===== src/verilog/cps_pkg.sv =====
// Constants and types shared by the program sequencer core
package cps_pkg;

  // Widths and stack depth
  localparam int             PC_W        = 12;
  localparam int             STACK_DEPTH = 8;
  localparam int             SP_W        = 4;
  localparam logic [3:0]     STACK_FULL  = 4'h8;
  localparam logic [3:0]     STACK_EMPTY = 4'h0;

  // Vectors
  localparam logic [11:0]    RESET_VECTOR = 12'h000;
  localparam logic [11:0]    IRQ_VECTOR   = 12'h004;

  // Core cycles per system clock edge when the slow oscillator is chosen
  localparam logic [7:0]     SLOW_DIV = 8'h20;

  // Register offsets on the plain register port
  localparam logic [3:0]     REG_PCL    = 4'h0;
  localparam logic [3:0]     REG_STATUS = 4'h1;
  localparam logic [3:0]     REG_CTRL   = 4'h2;
  localparam logic [3:0]     REG_ACC    = 4'h3;

  // Status and control fields, reset values
  localparam int             ST_C       = 0;
  localparam int             ST_AC      = 1;
  localparam int             ST_Z       = 2;
  localparam int             ST_OV      = 3;
  localparam int             CTRL_SLOW  = 0;
  localparam int             CTRL_IE    = 1;
  localparam logic [7:0]     STATUS_RST = 8'h00;
  localparam logic [7:0]     CTRL_RST   = 8'h00;
  localparam logic [7:0]     ACC_RST    = 8'h00;

  // Instruction word fields
  localparam int             OP_MSB = 15;
  localparam int             OP_LSB = 12;
  localparam int             FN_MSB = 11;
  localparam int             FN_LSB = 8;
  localparam logic [15:0]    INSTR_RST = 16'h0000;

  typedef enum logic [3:0] {
    OP_NOP, OP_ALU_IMM, OP_ALU_RD, OP_ALU_WR, OP_EXT_WR, OP_JMP, OP_CALL,
    OP_RET, OP_INTERRUPT_RETURN_OP, OP_SKIP, OP_PCL_WR, OP_PCL_RD
  } cps_op_e;

  typedef enum logic [3:0] {
    ALU_ADD, ALU_ADC, ALU_SUB, ALU_SBC, ALU_DAA, ALU_AND, ALU_OR, ALU_XOR,
    ALU_CPL, ALU_RR, ALU_RRC, ALU_RL, ALU_RLC, ALU_INC, ALU_DEC, ALU_PASS
  } cps_alu_e;

  typedef enum logic [1:0] {PH_T1, PH_T2, PH_T3, PH_T4} cps_phase_e;

endpackage : cps_pkg


===== src/verilog/cps_sequencer.sv =====
// Program sequencer: phases, fetch pipeline, PC, return stack and ALU
//
// Behaviour
// - System clock edges come from the fast or the divided slow oscillator.
// - Four phases per instruction cycle, one-hot and non-overlapping.
// - PC advances and a fetch starts at the first phase.
// - Fetch overlaps execution; extended instructions take two cycles.
// - PC-changing instructions add one cycle that fetches the target.
// - PC increments by one unless control goes elsewhere.
// - Jump, call, interrupt and reset load their target directly.
// - A taken skip discards the prefetched word and runs a dummy cycle.
// - PC is 12 bits; only its low byte is software visible.
// - Writing the low byte jumps inside the current page with a dummy cycle.
// - Return stack holds PC values only and is hidden from software.
// - Call and interrupt push the PC; returns pop it back.
// - Reset sets the stack pointer to the top position.
// - Interrupts wait, flag kept, while the stack is full.
// - A call on a full stack still pushes and loses the oldest entry.
// - An 8-bit ALU moves data through the accumulator to the target.
// - ALU operations except skip tests update carry, borrow and other status flags.
// - ALU covers add, subtract, adjust, logic, rotate, step and skip tests.
//
// Decided for this implementation: the address map and the plain strobed port.
`timescale 1ns/1ps
module cps_sequencer (
  // Clock, reset, enable
  input  wire logic        core_clk,
  input  wire logic        rst_n,
  input  wire logic        clk_en,
  // Program memory
  output logic [11:0]      prog_addr,
  output logic             prog_rd,
  input  wire logic [15:0] prog_data,
  // Data memory
  output logic [7:0]       dmem_addr,
  output logic             dmem_rd,
  output logic             dmem_wr,
  output logic [7:0]       dmem_wdata,
  input  wire logic [7:0]  dmem_rdata,
  // Interrupt request and acknowledge
  input  wire logic        irq_req,
  output logic             irq_ack,
  // Register port
  input  wire logic [3:0]  reg_addr,
  input  wire logic [7:0]  reg_wdata,
  input  wire logic        reg_wr,
  input  wire logic        reg_rd,
  output logic [7:0]       reg_rdata,
  // Phase clocks
  output logic [3:0]       cycle_phase_clocks
);

  logic                    rst_meta_n;
  logic                    rst_sync_n;
  logic [7:0]              div_cnt;
  logic                    tick;
  cps_pkg::cps_phase_e     ph;
  logic                    t1, t2, t3, t4;
  logic [11:0]             pc;
  logic [15:0]             ir;
  logic                    ir_valid;
  logic                    ext_second;
  logic                    flush;
  logic                    hold;
  logic [15:0]             fetch_word;
  logic [7:0]              mem_q;
  logic [7:0]              acc;
  logic [7:0]              status;
  logic [7:0]              ctrl;
  logic                    irq_pend;
  logic                    pcl_pend;
  logic [7:0]              pcl_val;
  logic [11:0]             stk [cps_pkg::STACK_DEPTH];
  logic [3:0]              sp_cnt;
  logic                    stk_full;
  cps_pkg::cps_op_e        op;
  logic [7:0]              opd;
  logic [15:0]             alu_out;
  logic [11:0]             ret_addr;
  logic [11:0]             next_pc;
  logic                    redirect, push, pop, take_irq, pcl_take;
  logic                    acc_we, st_we, mem_we, stall, ie_set, uses_mem;

  // ALU: {new status, result}; unary ops work on the second operand, except DAA, which adjusts the first
  function automatic logic [15:0] alu_calc(input logic [3:0] fn,
    input logic [7:0] a, input logic [7:0] b, input logic [7:0] st);
    logic [8:0] s;
    logic [4:0] h;
    logic [7:0] r;
    logic [7:0] adj;
    logic [7:0] f;
    logic       ci;
    s   = 9'h000;
    h   = 5'h00;
    adj = 8'h00;
    f   = st;
    ci  = 1'b0;
    r   = b;
    unique case (cps_pkg::cps_alu_e'(fn))
      cps_pkg::ALU_ADD, cps_pkg::ALU_ADC: begin
        ci = (fn == cps_pkg::ALU_ADC) & st[cps_pkg::ST_C];
        s  = {1'b0, a} + {1'b0, b} + {8'h00, ci};
        h  = {1'b0, a[3:0]} + {1'b0, b[3:0]} + {4'h0, ci};
        r  = s[7:0];
        f[cps_pkg::ST_C]  = s[8];
        f[cps_pkg::ST_AC] = h[4];
        f[cps_pkg::ST_OV] = (a[7] == b[7]) && (r[7] != a[7]);
      end
      cps_pkg::ALU_SUB, cps_pkg::ALU_SBC: begin
        // Carry set means no borrow
        ci = (fn == cps_pkg::ALU_SBC) & ~st[cps_pkg::ST_C];
        s  = {1'b0, a} - {1'b0, b} - {8'h00, ci};
        h  = {1'b0, a[3:0]} - {1'b0, b[3:0]} - {4'h0, ci};
        r  = s[7:0];
        f[cps_pkg::ST_C]  = ~s[8];
        f[cps_pkg::ST_AC] = ~h[4];
        f[cps_pkg::ST_OV] = (a[7] != b[7]) && (r[7] != a[7]);
      end
      cps_pkg::ALU_DAA: begin
        adj[3:0] = (a[3:0] > 4'h9 || st[cps_pkg::ST_AC]) ? 4'h6 : 4'h0;
        adj[7:4] = (a[7:4] > 4'h9 || st[cps_pkg::ST_C]) ? 4'h6 : 4'h0;
        s = {1'b0, a} + {1'b0, adj};
        r = s[7:0];
        f[cps_pkg::ST_C] = st[cps_pkg::ST_C] | s[8];
      end
      cps_pkg::ALU_AND:  r = a & b;
      cps_pkg::ALU_OR:   r = a | b;
      cps_pkg::ALU_XOR:  r = a ^ b;
      cps_pkg::ALU_CPL:  r = ~b;
      cps_pkg::ALU_RR:   r = {b[0], b[7:1]};
      cps_pkg::ALU_RL:   r = {b[6:0], b[7]};
      cps_pkg::ALU_RRC: begin
        r = {st[cps_pkg::ST_C], b[7:1]};
        f[cps_pkg::ST_C] = b[0];
      end
      cps_pkg::ALU_RLC: begin
        r = {b[6:0], st[cps_pkg::ST_C]};
        f[cps_pkg::ST_C] = b[7];
      end
      cps_pkg::ALU_INC:  r = b + 8'h01;
      cps_pkg::ALU_DEC:  r = b - 8'h01;
      cps_pkg::ALU_PASS: r = b;
    endcase
    f[cps_pkg::ST_Z] = (r == 8'h00);
    return {f, r};
  endfunction : alu_calc

  //////////////////////////////////////////////////////////////////////////
  // Reset release through two flops; assertion stays asynchronous
  always_ff @(posedge core_clk or negedge rst_n) begin
    if (!rst_n) begin
      rst_meta_n <= 1'b0;
      rst_sync_n <= 1'b0;
    end else begin
      rst_meta_n <= 1'b1;
      rst_sync_n <= rst_meta_n;
    end
  end

  // Slow oscillator modelled as a divided enable of the core clock
  always_ff @(posedge core_clk or negedge rst_sync_n) begin
    if (!rst_sync_n) begin
      div_cnt <= 8'h00;
    end else if (clk_en) begin
      if (!ctrl[cps_pkg::CTRL_SLOW] || div_cnt == cps_pkg::SLOW_DIV - 8'h01)
        div_cnt <= 8'h00;
      else
        div_cnt <= div_cnt + 8'h01;
    end
  end

  // Gated by the synced reset so no phase strobe shows while reset is held
  assign tick = rst_sync_n && clk_en
             && (!ctrl[cps_pkg::CTRL_SLOW] || div_cnt == 8'h00);
  assign t1   = tick && ph == cps_pkg::PH_T1;
  assign t2   = tick && ph == cps_pkg::PH_T2;
  assign t3   = tick && ph == cps_pkg::PH_T3;
  assign t4   = tick && ph == cps_pkg::PH_T4;

  // Phase sequencer, one phase per system clock edge
  always_ff @(posedge core_clk or negedge rst_sync_n) begin
    if (!rst_sync_n) begin
      ph                 <= cps_pkg::PH_T1;
      cycle_phase_clocks <= 4'h1;
    end else if (tick) begin
      unique case (ph)
        cps_pkg::PH_T1: ph <= cps_pkg::PH_T2;
        cps_pkg::PH_T2: ph <= cps_pkg::PH_T3;
        cps_pkg::PH_T3: ph <= cps_pkg::PH_T4;
        cps_pkg::PH_T4: ph <= cps_pkg::PH_T1;
      endcase
      cycle_phase_clocks <= {cycle_phase_clocks[2:0], cycle_phase_clocks[3]};
    end
  end

  //////////////////////////////////////////////////////////////////////////
  // Execute decisions, acted on at the fourth phase
  assign op       = cps_pkg::cps_op_e'(ir[cps_pkg::OP_MSB:cps_pkg::OP_LSB]);
  assign opd      = ir[7:0];
  assign stk_full = (sp_cnt == cps_pkg::STACK_FULL);
  // Prefetched word sits at pc-1; that is where control must come back
  assign ret_addr = pc - 12'h001;
  assign alu_out  = alu_calc(ir[cps_pkg::FN_MSB:cps_pkg::FN_LSB], acc,
                             (op == cps_pkg::OP_ALU_IMM) ? opd : mem_q,
                             status);

  always_comb begin
    next_pc  = pc;
    redirect = 1'b0;
    push     = 1'b0;
    pop      = 1'b0;
    take_irq = 1'b0;
    pcl_take = 1'b0;
    acc_we   = 1'b0;
    st_we    = 1'b0;
    mem_we   = 1'b0;
    stall    = 1'b0;
    ie_set   = 1'b0;
    uses_mem = 1'b0;
    if (ir_valid) begin
      case (op)
        cps_pkg::OP_ALU_IMM: begin
          acc_we = 1'b1;
          st_we  = 1'b1;
        end
        cps_pkg::OP_ALU_RD: begin
          uses_mem = 1'b1;
          acc_we   = 1'b1;
          st_we    = 1'b1;
        end
        cps_pkg::OP_ALU_WR: begin
          uses_mem = 1'b1;
          mem_we   = 1'b1;
          st_we    = 1'b1;
        end
        cps_pkg::OP_EXT_WR: begin
          uses_mem = 1'b1;
          stall    = !ext_second;
          mem_we   = ext_second;
          st_we    = ext_second;
        end
        cps_pkg::OP_JMP: begin
          redirect = 1'b1;
          next_pc  = ir[11:0];
        end
        cps_pkg::OP_CALL: begin
          redirect = 1'b1;
          push     = 1'b1;
          next_pc  = ir[11:0];
        end
        cps_pkg::OP_RET, cps_pkg::OP_INTERRUPT_RETURN_OP: begin
          redirect = 1'b1;
          pop      = 1'b1;
          ie_set   = (op == cps_pkg::OP_INTERRUPT_RETURN_OP);
          next_pc  = stk[0];
        end
        cps_pkg::OP_SKIP: begin
          uses_mem = 1'b1;
          mem_we   = (ir[cps_pkg::FN_MSB:cps_pkg::FN_LSB] != cps_pkg::ALU_PASS);
          // Taken skip refetches from pc, dropping the prefetched word
          redirect = (alu_out[7:0] == 8'h00);
        end
        cps_pkg::OP_PCL_WR: begin
          redirect = 1'b1;
          next_pc  = {pc[11:8], opd};
        end
        cps_pkg::OP_PCL_RD: acc_we = 1'b1;
        default: ;
      endcase
    end
    if (!redirect && !stall && pcl_pend) begin
      redirect = 1'b1;
      pcl_take = 1'b1;
      next_pc  = {pc[11:8], pcl_val};
    end else if (!redirect && !stall && irq_pend && ctrl[cps_pkg::CTRL_IE]
                 && !stk_full) begin
      redirect = 1'b1;
      push     = 1'b1;
      take_irq = 1'b1;
      next_pc  = cps_pkg::IRQ_VECTOR;
    end
  end

  //////////////////////////////////////////////////////////////////////////
  // Program counter: step at first phase, reload at fourth
  always_ff @(posedge core_clk or negedge rst_sync_n) begin
    if (!rst_sync_n) begin
      pc <= cps_pkg::RESET_VECTOR;
    end else if (t1 && !hold) begin
      pc <= pc + 12'h001;
    end else if (t4 && redirect) begin
      pc <= next_pc;
    end
  end

  // Fetch port; the word lands in fetch_word one phase later
  always_ff @(posedge core_clk or negedge rst_sync_n) begin
    if (!rst_sync_n) begin
      prog_addr  <= cps_pkg::RESET_VECTOR;
      prog_rd    <= 1'b0;
      fetch_word <= cps_pkg::INSTR_RST;
    end else if (clk_en) begin
      prog_rd <= t1 && !hold;
      if (t1 && !hold)
        prog_addr <= pc;
      if (t2 && !hold)
        fetch_word <= prog_data;
    end
  end

  // Instruction register; a flushed slot executes as a dummy cycle
  always_ff @(posedge core_clk or negedge rst_sync_n) begin
    if (!rst_sync_n) begin
      ir         <= cps_pkg::INSTR_RST;
      ir_valid   <= 1'b0;
      ext_second <= 1'b0;
      flush      <= 1'b1;
      hold       <= 1'b0;
    end else if (t1) begin
      if (hold) begin
        ext_second <= 1'b1;
      end else begin
        ir         <= fetch_word;
        ir_valid   <= !flush;
        ext_second <= 1'b0;
      end
    end else if (t4) begin
      flush <= redirect;
      hold  <= stall;
    end
  end

  //////////////////////////////////////////////////////////////////////////
  // Data memory: address at second phase, sample at third, write at fourth
  always_ff @(posedge core_clk or negedge rst_sync_n) begin
    if (!rst_sync_n) begin
      dmem_addr  <= 8'h00;
      dmem_rd    <= 1'b0;
      dmem_wr    <= 1'b0;
      dmem_wdata <= 8'h00;
      mem_q      <= 8'h00;
    end else if (clk_en) begin
      dmem_rd <= t2 && uses_mem;
      dmem_wr <= t4 && mem_we;
      if (t2 && uses_mem)
        dmem_addr <= opd;
      if (t3)
        mem_q <= dmem_rdata;
      if (t4 && mem_we)
        dmem_wdata <= alu_out[7:0];
    end
  end

  // Accumulator and status; core updates win over register writes
  always_ff @(posedge core_clk or negedge rst_sync_n) begin
    if (!rst_sync_n) begin
      acc    <= cps_pkg::ACC_RST;
      status <= cps_pkg::STATUS_RST;
    end else if (clk_en) begin
      if (t4 && acc_we)
        acc <= (op == cps_pkg::OP_PCL_RD) ? pc[7:0] : alu_out[7:0];
      else if (reg_wr && reg_addr == cps_pkg::REG_ACC)
        acc <= reg_wdata;
      if (t4 && st_we)
        status <= alu_out[15:8];
      else if (reg_wr && reg_addr == cps_pkg::REG_STATUS)
        status <= reg_wdata;
    end
  end

  // Control, pending interrupt and pending low-byte write
  always_ff @(posedge core_clk or negedge rst_sync_n) begin
    if (!rst_sync_n) begin
      ctrl     <= cps_pkg::CTRL_RST;
      irq_pend <= 1'b0;
      irq_ack  <= 1'b0;
      pcl_pend <= 1'b0;
      pcl_val  <= 8'h00;
    end else if (clk_en) begin
      if (reg_wr && reg_addr == cps_pkg::REG_CTRL)
        ctrl <= reg_wdata;
      if (t4 && take_irq)
        ctrl[cps_pkg::CTRL_IE] <= 1'b0;
      else if (t4 && ie_set)
        ctrl[cps_pkg::CTRL_IE] <= 1'b1;
      // New request in the ack cycle is kept
      irq_pend <= irq_req || (irq_pend && !(t4 && take_irq));
      irq_ack  <= t4 && take_irq;
      // A fresh write in the consume cycle stays pending
      if (reg_wr && reg_addr == cps_pkg::REG_PCL) begin
        pcl_pend <= 1'b1;
        pcl_val  <= reg_wdata;
      end else if (t4 && pcl_take) begin
        pcl_pend <= 1'b0;
      end
    end
  end

  // Read port; the stack and its pointer have no address
  always_ff @(posedge core_clk or negedge rst_sync_n) begin
    if (!rst_sync_n) begin
      reg_rdata <= 8'h00;
    end else if (clk_en) begin
      if (reg_rd) begin
        case (reg_addr)
          cps_pkg::REG_PCL:    reg_rdata <= pc[7:0];
          cps_pkg::REG_STATUS: reg_rdata <= status;
          cps_pkg::REG_CTRL:   reg_rdata <= ctrl;
          cps_pkg::REG_ACC:    reg_rdata <= acc;
          default:             reg_rdata <= 8'h00;
        endcase
      end else begin
        reg_rdata <= 8'h00;
      end
    end
  end

  //////////////////////////////////////////////////////////////////////////
  // Return stack as a shift array: a push on a full stack drops the oldest
  always_ff @(posedge core_clk or negedge rst_sync_n) begin
    if (!rst_sync_n) begin
      sp_cnt <= cps_pkg::STACK_EMPTY;
    end else if (t4 && push && !stk_full) begin
      sp_cnt <= sp_cnt + 4'h1;
    end else if (t4 && pop && sp_cnt != cps_pkg::STACK_EMPTY) begin
      sp_cnt <= sp_cnt - 4'h1;
    end
  end

  for (genvar i = 0; i < cps_pkg::STACK_DEPTH; i++) begin : g_stk
    always_ff @(posedge core_clk or negedge rst_sync_n) begin
      if (!rst_sync_n) begin
        stk[i] <= cps_pkg::RESET_VECTOR;
      end else if (t4 && push) begin
        if (i == 0)
          stk[i] <= ret_addr;
        else
          stk[i] <= stk[(i == 0) ? 0 : i - 1];
      end else if (t4 && pop) begin
        // Clamped index keeps the unused end entry in range
        if (i < cps_pkg::STACK_DEPTH - 1)
          stk[i] <= stk[(i < cps_pkg::STACK_DEPTH - 1) ? i + 1 : i];
      end
    end
  end
endmodule : cps_sequencer

===== config.mk =====
export PLATFORM = sky130hd
export DESIGN_NAME = cps_sequencer
export DESIGN_NICKNAME = d
export VERILOG_FILES = /design/src/verilog/cps_pkg.sv /design/src/verilog/cps_sequencer.sv
export SDC_FILE = /design/constraint.sdc
export NUM_CORES = 1
export LEC_CHECK = 0
export ABC_AREA = 1
export BUFFER_PORTS_ARGS = -buffer_cell sky130_fd_sc_hd__buf_2
export CAP_MARGIN = 25
export CORE_MARGIN = 1
export CORE_UTILIZATION = 60
export DETAILED_ROUTE_END_ITERATION = 7
export PLACE_DENSITY_LB_ADDON = 0.2
export SYNTH_ARGS = -nofsm -noshare
export SYNTH_HDL_FRONTEND = slang
export SYNTH_SLANG_ARGS = --single-unit

===== constraint.sdc =====
create_clock -name core_clk -period 18.53 [get_ports core_clk]
set_input_delay 4.6325 -clock core_clk [delete_from_list [all_inputs] [get_ports core_clk]]
set_output_delay 4.6325 -clock core_clk [all_outputs]
set_load 0.005 [all_outputs]

==> qor.txt <==
status = completed
WP data required = 19.00 ns
fin area = 15420 µm²
io pins = 86
Seq/Total Area, Yosys = 44.74%
number of antenna repair diodes = 0
drt pass-1 iters = 5
Clock Root Buffer = clkbuf_16
dpl cells = 2095
power after layout = 2.707 mW
Final HPWL DP = 27940 µm
top_reg_cell synth = dfrtp_1
Tcrit/Tclk final = 42.54%
leakage = 8.050 nW
final setup vio count = 0
Clock Path Buffers = 3
Layout area overhead = 12.06%
Fin Hold WS = 0.2914 ns
DR vias = 12440
part of the power in the clock network = 21.8%
number of core rows = 55
Worst Clk Skew = 0.01780 ns
gpl congestion = 0.9708
RSZ-0062 raised after global routing = false
PostCTS Resize Cnt = 0
Gate power share = 46.6%
Synthesized Nets = 1868
Initial Util = 60.98%
endpoints failing hold = 0
NetSw = 1.225 mW
Achievable Freq = 126.9 MHz
H-tree depth = 1
Reg clk slew, reported paths = 0.06 ns
DR iter-0 viols = 1211
Slew @ Worst Pin = 0.9876 ns
number of post-CTS setup repair buffers = 0
IO Port Bufs = 85
Synth Instances = 1769
TritonCTS clock tree = done
Slew Limit Headroom = 33.65%
dpl ws = 10.21 ns
GR Overflow Total = 0
syn_area_per_cell = 7.781 µm²
number of routed nets with antenna violations = 0
Worst setup SP type = input pin
post-DR vias/cell = 5.803
cell area after synthesis = 13760 µm²
register bit count reported by yosys = 246
total CTS buffers = 27
vias in the first global route = 11930
Final Util = 68.34%
initial antenna violation count = 0
Syn. warnings = 0
Core ar. = 22570 µm²
crit-path max FO = 71
sequential share of power = 31.6%
final WL = 38440 µm
Clk Latency, worst-skew pair = 0.55 ns
hold crit path type = reg2async
internal power = 1.481 mW
fin crit period = 7.883 ns
# DRC = 0
Max Cap Viol = 0
Synth top area share = 44.36%
die area = 23550 µm²
Worst setup EP type = flop
FFs w/ async S/R, synth = 100.0%
Layout Nets = 1940
sw frac = 45.27%
Slew Viols, Final = 0
wire per inst = 17.94 µm
Synth cell types = 51
first-pass GRT wire length = 62220 µm
Arr. time, crit path = 8.35 ns
number of synthesized flops with an enable pin = 0
Crit Path Class = in2reg
post-synth top area cell = dfrtp_1
pin count of the biggest net entering global routing = 77
Die Span Y = 153.5 µm
post-route setup slack = 10.65 ns
final non-filler cell total = 2143
setup TNS = 0 ns
DP Area = 14400 µm²
fraction of layout cells with a size suffix above 1 = 10.44%
Overall Global Routing Usage = 33.46%
Die W = 153.5 µm
fill cell count = 1915
maximum VDD drop = 178.1 µV
hold buffer count at cts = 0
CTS sink cnt = 246
pwr/cell area = 175.5 nW/µm²
largest cells by area after synthesis = dfrtp_1, nand2_1, o21ai_0
## power by group through the flow
stage	logic [mW]	registers, mW	clock network, mW
after floorplan	0.877	0.812	0
after global placement	1.21	0.854	0
after detailed placement	1.23	0.855	0
after CTS	1.24	0.851	0.594
after global routing	1.42	0.875	0.617
final	1.26	0.855	0.590
## placed cells by master (no fill, tap or decap), types with 22 or more instances in the layout
master | synthesis | layout
nor2_1 | 129 | 128
inv_1 | 188 | 188
a21oi_1 | 56 | 56
dfrtp_1 | 244 | 243
ha_1 | 51 | 51
o21ai_1 | 24 | 24
nand3_1 | 98 | 98
buf_2 | 22 | 85
nand2_1 | 542 | 542
clkbuf_16 | 0 | 27
o21ai_0 | 162 | 162
xor2_1 | 22 | 22
a22oi_1 | 64 | 64
## critical path, cell delays in order
cell and delay, ns:
buf_2 0.25, nand3_1 0.30, inv_1 0.33, nand2_1 0.20, nor2_1 0.28, nand2_1 0.11, inv_1 0.09, o21bai_4 0.14
buf_4 0.33, buf_4 0.55, nor2_4 0.03, buf_4 0.36, inv_2 0.47, nor2_1 0.07, a21oi_1 0.14
## synthesized netlist by cell type (all sizes together), types with 17 or more instances
cell	count
nand2	549
dfrtp	244
inv	194
o21ai	190
nor2	137
nand3	99
a22oi	64
a21oi	57
ha	51
clkbuf	30
buf	24
xor2	22
mux2	17
## cell type report
| type | count | area, µm² | share of cell area (%) |
|---|---|---|---|
| Multi-Input combinational cell | 1275 | 6649 | 43.11 |
| Sequential cell | 246 | 6162 | 39.95 |
| Clock buffer | 34 | 742.0 | 4.810 |
| Inverter | 194 | 728.2 | 4.721 |
| Timing Repair Buffer | 97 | 555.5 | 3.602 |
| Tap cell | 285 | 356.6 | 2.312 |
| Clock inverter | 12 | 231.5 | 1.501 |
## flip-flops by register name, summed over array words and instances, names as in the netlist, 12 cells and up
signal and count:
fetch_word 16, ir 16, pc 12, prog_addr 12, stk 96
## cell families after synthesis
family | synth area share [%]
other cells | 0.02724
flops | 44.74
compound gates | 15.19
buf+inv | 7.045
xor+xnor | 1.527
mux | 1.391
fa+ha+maj | 5.509
simple gates | 24.57
## layer usage
metal,vias to the layer above,track usage [%],routed length [µm]
met3,109,4.792,2558
met5,-,0,0
met1,5947,46.14,16640
met2,440,52.86,17590
li1,5939,-,-
met4,0,14.86,1656
## worst paths after layout
path                       slack (ns)       start       endpoint  depth (start not counted)
max reg2reg                     12.43      ir[12]        stk[21]                         33
max                             10.65      clk_en        stk[86]                         15
min                              0.29  rst_sync_n  fetch_word[6]                          0
min in group core_clk            0.35  rst_meta_n     rst_sync_n                          0
max in group asynchronous       14.57       rst_n     rst_sync_n                          1
min reg2reg                      0.29  rst_sync_n  fetch_word[6]                          0
No activity file was read; power rests on OpenSTA's default activity.
